File: config.mk
export PLATFORM = sky130hd
export DESIGN_NAME = dsor_soft_ramp
export DESIGN_NICKNAME = d
export VERILOG_FILES = /design/src/shared/dsor_pkg.sv /design/src/hdl/dsor_soft_ramp.sv /design/src/hdl/dsor_ramp_path.sv
export SDC_FILE = /design/constraint.sdc
export NUM_CORES = 1
export LEC_CHECK = 0
export BUFFER_PORTS_ARGS = -buffer_cell sky130_fd_sc_hd__buf_2
export CAP_MARGIN = 15
export CORE_MARGIN = 10
export CORE_UTILIZATION = 56
export DETAILED_ROUTE_END_ITERATION = 8
export HOLD_SLACK_MARGIN = 0.12
export PLACE_DENSITY = 0.92
export SLEW_MARGIN = 10
export SYNTH_ARGS = -nofsm -noshare
export SYNTH_HDL_FRONTEND = slang
export SYNTH_SLANG_ARGS = --single-unit
File: constraint.sdc
create_clock -name core_clk -period 5.31 [get_ports core_clk]
set_input_delay 0.2655 -clock core_clk [delete_from_list [all_inputs] [get_ports core_clk]]
set_output_delay 0.2655 -clock core_clk [all_outputs]
set_load 0.1 [all_outputs]
File: src/shared/dsor_pkg.sv
/*
 package for the dac output soft ramp block: register offsets, field positions,
 reset values and ramp constants. assumes a 32-bit axi4-lite register bus.
*/
package dsor_pkg;
  // =====================================================================
  // register indices: the bus byte address is four times the index
  localparam logic [11:0] SYNC_CTRL_ADDR = 12'h03B;
  localparam logic [11:0] PAGE_SEL_ADDR = 12'h008;
  localparam logic [11:0] RAMP_GAIN_CTRL_ADDR = 12'h580;
  localparam logic [11:0] RAMP_TRIG_SEL_ADDR = 12'h581;
  localparam logic [11:0] RAMP_UP_CTRL_ADDR = 12'h582;
  localparam logic [11:0] RAMP_STATUS_ADDR = 12'h5A0;
  // =====================================================================
  // field positions
  localparam int MASTER_EN_BIT = 7;
  localparam int RATE_LSB = 0;
  localparam int RATE_W = 3;
  localparam int SHORT_EN_BIT = 7;
  localparam int LONG_EN_BIT = 6;
  localparam int LINK_EN_BIT = 3;
  localparam int ROT_EN_BIT = 2;
  localparam int TXG_EN_BIT = 1;
  localparam int FORCE_DOWN_BIT = 0;
  localparam int FORCE_UP_BIT = 7;
  localparam int SYNC_ROT_BIT = 0;
  // =====================================================================
  // reset values
  localparam logic [7:0] GAIN_CTRL_RST = 8'h00;
  localparam logic [7:0] TRIG_SEL_RST = 8'hC6;
  localparam logic [7:0] UP_CTRL_RST = 8'h00;
  localparam logic [7:0] SYNC_CTRL_RST = 8'h00;
  localparam logic [7:0] PAGE_SEL_RST = 8'h01;
  // =====================================================================
  // ramp shape, bus response codes and ramp states
  localparam int RAMP_STEPS = 32;
  localparam int GAIN_W = 6;
  localparam logic [GAIN_W-1:0] GAIN_FULL = 6'h20;
  localparam int RAMP_EXP_BASE = 8;
  localparam logic [1:0] AXI_OKAY = 2'h0;
  localparam logic [1:0] AXI_SLVERR = 2'h2;
  typedef enum logic [1:0] {RAMP_IDLE_HIGH, RAMP_FALL, RAMP_IDLE_LOW, RAMP_RISE} dsor_state_type;
endpackage : dsor_pkg

File: src/hdl/dsor_soft_ramp.sv
/*
 dac output soft ramp controller with per-path paged registers on axi4-lite.
 assumes trigger inputs are pulses on core_clk, except tx gate pins which
 are asynchronous and get synchronised here.
*/
// Functional notes
// - ramps start only when the path's master enable bit is one; a ramp under way runs on if it is cleared
// - ramps take 32 equal steps spanning 2^(rate+8) dac clocks
// - short-window power error starts ramp-down when its enable is set, default on
// - long-window power error starts ramp-down when its enable is set, default on
// - link receive error starts ramp-down when enabled, default off
// - sync rotation starts ramp-down when enabled and sync control bit 0 set
// - tx gate falling edge starts ramp-down when enabled, default on
// - software force-down at gain one starts ramp to zero
// - ramp controls are per path, selected by the page select register; sync control is shared by all paths
// - software force-up at gain zero starts ramp back to one
`timescale 1ns/10ps
module dsor_soft_ramp #(
  parameter int PATHS = 2
) (
  input wire logic core_clk,
  input wire logic rst,
  input wire logic [13:0] s_axi_awaddr,
  input wire logic s_axi_awvalid,
  output logic s_axi_awready,
  input wire logic [31:0] s_axi_wdata,
  input wire logic [3:0] s_axi_wstrb,
  input wire logic s_axi_wvalid,
  output logic s_axi_wready,
  output logic [1:0] s_axi_bresp,
  output logic s_axi_bvalid,
  input wire logic s_axi_bready,
  input wire logic [13:0] s_axi_araddr,
  input wire logic s_axi_arvalid,
  output logic s_axi_arready,
  output logic [31:0] s_axi_rdata,
  output logic [1:0] s_axi_rresp,
  output logic s_axi_rvalid,
  input wire logic s_axi_rready,
  input wire logic [PATHS-1:0] shortPowerFault,
  input wire logic [PATHS-1:0] longPowerFault,
  input wire logic linkRxError,
  input wire logic syncRotation,
  input wire logic [PATHS-1:0] transmit_gate_pin,
  output logic [PATHS*6-1:0] pathGain
);
  // =====================================================================
  // write channel: address and data taken in either order
  logic [11:0] awAddr_reg;
  logic [31:0] wData_reg;
  logic wLane_reg;
  logic doWrite;
  logic wrHit;

  assign doWrite = !s_axi_awready && !s_axi_wready && !s_axi_bvalid;

  // readies are flops: low means the beat is held until the answer goes out
  always_ff @(posedge core_clk or posedge rst) begin
    if (rst) begin
      s_axi_awready <= 1'b1;
      s_axi_wready <= 1'b1;
      awAddr_reg <= 12'h000;
      wData_reg <= 32'h00000000;
      wLane_reg <= 1'b0;
      s_axi_bvalid <= 1'b0;
      s_axi_bresp <= 2'h0;
    end else begin
      if (s_axi_awvalid && s_axi_awready) begin
        s_axi_awready <= 1'b0;
        awAddr_reg <= s_axi_awaddr[13:2];
      end
      if (s_axi_wvalid && s_axi_wready) begin
        s_axi_wready <= 1'b0;
        wData_reg <= s_axi_wdata;
        wLane_reg <= s_axi_wstrb[0];
      end
      if (doWrite) begin
        s_axi_awready <= 1'b1;
        s_axi_wready <= 1'b1;
        s_axi_bvalid <= 1'b1;
        s_axi_bresp <= wrHit ? dsor_pkg::AXI_OKAY : dsor_pkg::AXI_SLVERR;
      end else if (s_axi_bready) begin
        s_axi_bvalid <= 1'b0;
      end
    end
  end

  // =====================================================================
  // registers: page, sync control, then paged per-path copies
  function automatic logic isMapped(input logic [11:0] a);
    isMapped = (a == dsor_pkg::PAGE_SEL_ADDR) ||
               (a == dsor_pkg::SYNC_CTRL_ADDR) ||
               (a == dsor_pkg::RAMP_GAIN_CTRL_ADDR) ||
               (a == dsor_pkg::RAMP_TRIG_SEL_ADDR) ||
               (a == dsor_pkg::RAMP_UP_CTRL_ADDR) ||
               (a == dsor_pkg::RAMP_STATUS_ADDR);
  endfunction : isMapped

  logic [7:0] pageSel_reg;
  logic [7:0] syncCtrl_reg;
  logic wrEn;
  logic [7:0] wByte;

  assign wrHit = isMapped(awAddr_reg);
  assign wrEn = doWrite && wrHit && wLane_reg;
  assign wByte = wData_reg[7:0];

  always_ff @(posedge core_clk or posedge rst) begin
    if (rst) begin
      pageSel_reg <= dsor_pkg::PAGE_SEL_RST;
      syncCtrl_reg <= dsor_pkg::SYNC_CTRL_RST;
    end else if (wrEn) begin
      if (awAddr_reg == dsor_pkg::PAGE_SEL_ADDR) pageSel_reg <= wByte;
      if (awAddr_reg == dsor_pkg::SYNC_CTRL_ADDR) syncCtrl_reg <= wByte;
    end
  end

  // =====================================================================
  // tx gate pins: two-flop synchroniser then edge detect on the second flop
  logic [PATHS-1:0] txgMeta_reg;
  logic [PATHS-1:0] txgSync_reg;
  logic [PATHS-1:0] txgLast_reg;

  always_ff @(posedge core_clk or posedge rst) begin
    if (rst) begin
      txgMeta_reg <= '0;
      txgSync_reg <= '0;
      txgLast_reg <= '0;
    end else begin
      txgMeta_reg <= transmit_gate_pin;
      txgSync_reg <= txgMeta_reg;
      txgLast_reg <= txgSync_reg;
    end
  end

  // =====================================================================
  // per-path register copies and ramp engines
  logic [7:0] gainCtrl [PATHS];
  logic [7:0] trigSel [PATHS];
  logic [7:0] upCtrl [PATHS];
  logic [5:0] gainVal [PATHS];
  dsor_pkg::dsor_state_type stateVal [PATHS];

  genvar p;
  generate
    for (p = 0; p < PATHS; p++) begin : g_path
      logic [7:0] gainCtrl_reg;
      logic [7:0] trigSel_reg;
      logic [7:0] upCtrl_reg;
      logic sel;
      logic forceDown;
      logic forceUp;
      logic downReq;
      logic [5:0] gainOut;
      dsor_pkg::dsor_state_type stOut;

      assign sel = pageSel_reg[p];
      assign forceDown = trigSel_reg[dsor_pkg::FORCE_DOWN_BIT];
      assign forceUp = upCtrl_reg[dsor_pkg::FORCE_UP_BIT];
      assign downReq =
        (trigSel_reg[dsor_pkg::SHORT_EN_BIT] && shortPowerFault[p]) ||
        (trigSel_reg[dsor_pkg::LONG_EN_BIT] && longPowerFault[p]) ||
        (trigSel_reg[dsor_pkg::LINK_EN_BIT] && linkRxError) ||
        (trigSel_reg[dsor_pkg::ROT_EN_BIT] && syncCtrl_reg[dsor_pkg::SYNC_ROT_BIT]
          && syncRotation) ||
        (trigSel_reg[dsor_pkg::TXG_EN_BIT] && txgLast_reg[p] && !txgSync_reg[p]) ||
        forceDown;

      // force bits self-clear once the ramp they asked for has started
      always_ff @(posedge core_clk or posedge rst) begin
        if (rst) begin
          gainCtrl_reg <= dsor_pkg::GAIN_CTRL_RST;
          trigSel_reg <= dsor_pkg::TRIG_SEL_RST;
          upCtrl_reg <= dsor_pkg::UP_CTRL_RST;
        end else begin
          if (stOut == dsor_pkg::RAMP_FALL) trigSel_reg[dsor_pkg::FORCE_DOWN_BIT] <= 1'b0;
          if (stOut == dsor_pkg::RAMP_RISE) upCtrl_reg[dsor_pkg::FORCE_UP_BIT] <= 1'b0;
          if (wrEn && sel) begin
            if (awAddr_reg == dsor_pkg::RAMP_GAIN_CTRL_ADDR)
              gainCtrl_reg <= wByte & 8'h87;
            if (awAddr_reg == dsor_pkg::RAMP_TRIG_SEL_ADDR)
              trigSel_reg <= wByte & 8'hCF;
            if (awAddr_reg == dsor_pkg::RAMP_UP_CTRL_ADDR)
              upCtrl_reg <= wByte & 8'hC0;
          end
        end
      end

      dsor_ramp_path u_ramp (
        .core_clk(core_clk),
        .rst(rst),
        .masterEn(gainCtrl_reg[dsor_pkg::MASTER_EN_BIT]),
        .rateCode(gainCtrl_reg[dsor_pkg::RATE_LSB +: dsor_pkg::RATE_W]),
        .downReq(downReq),
        .upReq(forceUp),
        .gain(gainOut),
        .state(stOut)
      );

      assign gainCtrl[p] = gainCtrl_reg;
      assign trigSel[p] = trigSel_reg;
      assign upCtrl[p] = upCtrl_reg;
      assign gainVal[p] = gainOut;
      assign stateVal[p] = stOut;
    end
  endgenerate

  // =====================================================================
  // read path: lowest selected path answers paged reads
  logic [7:0] pagedByte;
  logic [31:0] rdWord;
  logic [11:0] rdIdx;

  assign rdIdx = s_axi_araddr[13:2];

  always_comb begin
    pagedByte = 8'h00;
    for (int i = PATHS - 1; i >= 0; i--) begin
      if (pageSel_reg[i]) begin
        case (rdIdx)
          dsor_pkg::RAMP_GAIN_CTRL_ADDR: pagedByte = gainCtrl[i];
          dsor_pkg::RAMP_TRIG_SEL_ADDR: pagedByte = trigSel[i];
          dsor_pkg::RAMP_UP_CTRL_ADDR: pagedByte = upCtrl[i];
          dsor_pkg::RAMP_STATUS_ADDR: pagedByte = {stateVal[i], gainVal[i]};
          default: pagedByte = 8'h00;
        endcase
      end
    end
    if (rdIdx == dsor_pkg::PAGE_SEL_ADDR) pagedByte = pageSel_reg;
    if (rdIdx == dsor_pkg::SYNC_CTRL_ADDR) pagedByte = syncCtrl_reg;
  end

  assign rdWord = {24'h000000, pagedByte};

  always_ff @(posedge core_clk or posedge rst) begin
    if (rst) begin
      s_axi_arready <= 1'b1;
      s_axi_rvalid <= 1'b0;
      s_axi_rdata <= 32'h00000000;
      s_axi_rresp <= 2'h0;
    end else if (s_axi_arvalid && s_axi_arready) begin
      s_axi_arready <= 1'b0;
      s_axi_rvalid <= 1'b1;
      s_axi_rdata <= rdWord;
      s_axi_rresp <= isMapped(rdIdx) ? dsor_pkg::AXI_OKAY : dsor_pkg::AXI_SLVERR;
    end else if (s_axi_rvalid && s_axi_rready) begin
      s_axi_arready <= 1'b1;
      s_axi_rvalid <= 1'b0;
    end
  end

  // =====================================================================
  // gain outputs, registered
  always_ff @(posedge core_clk or posedge rst) begin
    if (rst) begin
      pathGain <= {PATHS{dsor_pkg::GAIN_FULL}};
    end else begin
      for (int i = 0; i < PATHS; i++) pathGain[i*6 +: 6] <= gainVal[i];
    end
  end
endmodule : dsor_soft_ramp

File: src/hdl/dsor_ramp_path.sv
/*
 one dac path gain ramp: holds gain 0..32 and steps it on a divided enable.
 assumes triggers are single-cycle pulses on core_clk.
*/
`timescale 1ns/10ps
module dsor_ramp_path (
  input wire logic core_clk,
  input wire logic rst,
  input wire logic masterEn,
  input wire logic [2:0] rateCode,
  input wire logic downReq,
  input wire logic upReq,
  output logic [5:0] gain,
  output dsor_pkg::dsor_state_type state
);
  // =====================================================================
  // step divider: one step per 2^(code+8)/32 = 2^(code+3) clocks
  logic [10:0] divCnt_reg;
  logic [10:0] divLimit;
  logic stepEn;
  logic [5:0] gain_reg;
  dsor_pkg::dsor_state_type state_reg;
  dsor_pkg::dsor_state_type state_next;
  logic [5:0] gain_next;
  logic ramping;

  // shift amount widened to 4 bits so codes 5..7 do not wrap
  assign divLimit = 11'((32'h1 << (4'(rateCode) + 4'(dsor_pkg::RAMP_EXP_BASE - 5))) - 32'h1);
  assign ramping = (state_reg == dsor_pkg::RAMP_FALL) || (state_reg == dsor_pkg::RAMP_RISE);
  assign stepEn = ramping && (divCnt_reg == divLimit);

  always_ff @(posedge core_clk or posedge rst) begin
    if (rst) begin
      divCnt_reg <= 11'h000;
    end else if (!ramping || stepEn) begin
      divCnt_reg <= 11'h000;
    end else begin
      divCnt_reg <= divCnt_reg + 11'h001;
    end
  end

  // =====================================================================
  // ramp state; triggers during fall or at zero do nothing
  always_comb begin
    state_next = state_reg;
    gain_next = gain_reg;
    case (state_reg)
      dsor_pkg::RAMP_IDLE_HIGH: begin
        if (masterEn && downReq) state_next = dsor_pkg::RAMP_FALL;
      end
      dsor_pkg::RAMP_FALL: begin
        if (stepEn) begin
          gain_next = gain_reg - 6'h01;
          if (gain_reg == 6'h01) state_next = dsor_pkg::RAMP_IDLE_LOW;
        end
      end
      dsor_pkg::RAMP_IDLE_LOW: begin
        if (masterEn && upReq) state_next = dsor_pkg::RAMP_RISE;
      end
      dsor_pkg::RAMP_RISE: begin
        if (stepEn) begin
          gain_next = gain_reg + 6'h01;
          if (gain_reg == dsor_pkg::GAIN_FULL - 6'h01) state_next = dsor_pkg::RAMP_IDLE_HIGH;
        end
      end
      default: state_next = dsor_pkg::RAMP_IDLE_HIGH;
    endcase
  end

  always_ff @(posedge core_clk or posedge rst) begin
    if (rst) begin
      state_reg <= dsor_pkg::RAMP_IDLE_HIGH;
      gain_reg <= dsor_pkg::GAIN_FULL;
    end else begin
      state_reg <= state_next;
      gain_reg <= gain_next;
    end
  end

  assign gain = gain_reg;
  assign state = state_reg;
endmodule : dsor_ramp_path

==> qor.yml <==
place:
  placed_area_mm2: 0.00720
  dp_slack_ns: 2.75
  gp_congestion: 0.925
  place_inst: 847
  io_buffers: 74
  hpwl_um: 11600
global_routing:
  grt_pass1_wl_um: 29000
  antenna_found_initial: 0
  grt_pass1_vias: 5691
  gr-usage-all-layers_pct: 21.8
  grt_overflow_total: 0
  grt_max_degree: 85
clock_network:
  clock-sinks: 132
  cts_resized: 0
  cts_root_buffer: "clkbuf_16"
  numCtsBuffers: 17
  clock_latency_ns: 0.43
  clk_pin_slew_ns: 0.06
  cts_tree: "built"
  htreeDepth: 4
  cts_buffer_depth: 2
final_layout:
  area_growth_pct: 18.2
  fillCellCount: 844
  drive_gt1_share_pct: 25.1
  layout.nets: 844
  largest_reg_flops: 22
  antennaDiodeCount: 0
  final_cells: 907
  final_cell_area_mm2: 0.00811
logic_synthesis:
  synth-warning-count: 0
  synth-main-ff-cell: "dfrtp_1"
  post-synth-top-area-fraction_pct: 42.3
  synth-edff-count: 0
  netlist-cell-type-count: 69
  synthCells: 653
  seq_area_frac_synth_pct: 48.4
  ys_ff_latch: 132
  async_reset_ff_share_pct: 100
  syn_area_mm2: 0.00686
  synth_area_leader_cell: "dfrtp_1"
  synth_area_leaders: "dfrtp_1 (42%), mux2_2 (9.2%), dfstp_2 (6.1%)"
  synth_area_per_cell_um2: 10.5
power_and_ir_drop:
  p_sw_uw: 1840
  power_uw: 4300
  p_leak_uw: 0.00375
  power_per_cell_area_mw_per_mm2: 531
  switching_share_pct: 42.8
  p_int_uw: 2460
  pwr-share-seq_pct: 36.5
  vdd_drop_max_mv: 0.402
  p_comb_share_pct: 34.5
  p_clk_share_pct: 29.0
floorplanning:
  die_y_um: 131
  dieArea_mm2: 0.0171
  ios: 132
  die_x_um: 131
  start_util_pct: 57.1
  rows: 40
  core-area_mm2: 0.0120
timing:
  period_needed_ns: 2.65
  finClkSkew_ns: 0.0138
  slew_violations: 0
  rsz0062_at_grt: "no"
  timing.fmax_mhz: 377
  max_slew_margin_pct: 33.3
  fin_setup_tns_ns: 0
  worst_pin_slew_ns: 1.00
  setup_ws_ns: 2.66
  setup_viol: 0
  fin_crit_sh_pct: 50.0
  hold_viol_final: 0
critical_path:
  path_common_cell: "and3_1"
  start_kind: "flop"
  end_kind: "flop"
  max_stage_delay_ns: 0.60
  cp_cell_sequence: "nand3_1 -> and3_1 -> nor4_1 -> o2111ai_1 -> o31ai_1 -> and3_1 -> mux2_1"
  cp.required_ns: 5.62
  path_class: "flop to flop"
  startpoint: "g_path[0].gainCtrl_reg[2]"
  crit_slowest_cell: "dfrtp_1"
  cp.arrival_ns: 2.96
  crit_fanout: 13
  r2r-start: "g_path[0].gainCtrl_reg[2]"
route:
  ant_nets: 0
  wl_um: 17900
  via_count: 5537
  dr.pass1.iters: 5
  drc: 0
  wl_per_cell_um: 19.8
  vias_per_cell: 6.10
  dr.first_iter.drc_count: 594
outcome:
  status: "finished, final reports clean"
hold_path:
  hold_path.class: "input port to asynchronous set/reset pin"
run:
  maxCapViolations: 0
cells in the mapped netlist (3+ instances only):
| cell | count |
|---|---|
| nand2_1 | 57 |
| nand4_1 | 14 |
| nand4b_1 | 4 |
| ha_1 | 18 |
| and2_1 | 3 |
| buf_4 | 29 |
| mux2i_1 | 5 |
| or3_1 | 4 |
| o21ai_0 | 28 |
| or2_2 | 3 |
| clkbuf_1 | 19 |
| mux2_2 | 56 |
| nor2b_1 | 6 |
| dfrtp_1 | 116 |
| a21oi_1 | 26 |
| a31oi_1 | 3 |
| xor2_1 | 29 |
| nand2b_1 | 6 |
| nor4_1 | 8 |
| nand3b_1 | 6 |
| nor3b_1 | 3 |
| xnor2_1 | 12 |
| a22oi_1 | 8 |
| o22ai_1 | 5 |
| o31ai_1 | 6 |
| inv_1 | 21 |
| a221oi_1 | 5 |
| dfstp_2 | 16 |
| nand3_1 | 25 |
| nor3_1 | 8 |
| and3_1 | 9 |
| nor2_1 | 39 |
| buf_2 | 8 |
| nor4b_1 | 3 |
worst paths after layout:
path | to | slack, ns | depth (start not counted)
worst min-delay path | awAddr_reg[2] | 0.07 | 2
worst max register to register | g_path[0].u_ramp.state[1] | 2.66 | 7
max in group asynchronous | s_axi_rresp[1] | 4.04 | 3
worst min register to register | txgSync_reg[1] | 0.35 | 0
worst max-delay path | g_path[0].u_ramp.state[1] | 2.66 | 7
min in group core_clk | txgSync_reg[1] | 0.35 | 0
power by group through the flow:
stage	clock network (uW)	registers [uW]	logic (uW)
after floorplan	0	2010	692
after global placement	0	1550	1410
after detailed placement	0	1570	1440
after CTS	1250	1560	1480
after global routing	1310	1600	1590
final	1250	1570	1490
per-stage QoR:
step / utilization, % / hold slack [ns]
after floorplan: - / 0.297
after global placement: 60.0 / 0.334
after detailed placement: 60.0 / 0.336
after CTS: 67.5 / 0.128
after global routing: 67.5 / 0.157
final: 67.5 / 0.0702
critical path, delay by kind of cell (launching register included):
family          cells  cell delay [ns]
flops               1             0.60
simple gates        4             0.96
mux                 1             0.34
compound gates      2             0.63
cell usage in the layout (no fill, tap or decap), types with 8 or more instances in the layout:
cell type      Yosys  routed
dfstp_2           16      16
conb_1             2      30
nand3_1           25      25
xnor2_1           12      12
nand4_1           14      14
ha_1              18      18
xor2_1            29      29
buf_2              8      74
inv_1             21      20
dfrtp_1          116     116
nand2_1           57      57
dlygate4sd3_1      0      28
o21ai_0           28      27
mux2_2            56      56
a21oi_1           26      26
and3_1             9       9
nor2_1            39      39
a22oi_1            8       8
clkbuf_16          0      17
nor4_1             8       8
nor3_1             8       8
per-layer routing:
| metal | GRT usage (%) | wire, um | up-vias |
|---|---|---|---|
| met1 | 24.5 | 6490 | 2690 |
| li1 | - | - | 2454 |
| met2 | 36.4 | 8970 | 314 |
| met5 | 0 | 0 | - |
| met3 | 5.96 | 1580 | 79 |
| met4 | 12.8 | 887 | 0 |
what timing repair did:
| action | 4_1_cts | 5_1_grt |
|---|---|---|
| hold endpoints to repair | 28 | 0 |
| hold buffers | 28 | 0 |
| setup buffers | 0 | 0 |
cells by family (layout without fill, tap and decap cells):
kind of cell	Yosys count	count (layout)	synth area share, %
xor gates and xnor gates	41	41	5.23
DFF	132	132	48.4
muxes	63	63	10.3
other	2	30	0.109
AOI/OAI and AO/OA	105	105	9.76
adders and majority gates	19	19	3.43
and+or+nand+nor	213	213	16.7
buffers and inverters	78	157	6.00
layout make-up:
class	instances	area, um^2	area share [%]
Timing Repair Buffer	104	666	8.21
Inverter	21	81.3	1.00
Multi-Input combinational cell	471	3230	39.8
Sequential cell	132	3320	41.0
Clock buffer	20	447	5.51
Clock inverter	12	178	2.19
Tap cell	147	184	2.27
Note: power is estimated with default switching activity, not from simulation.
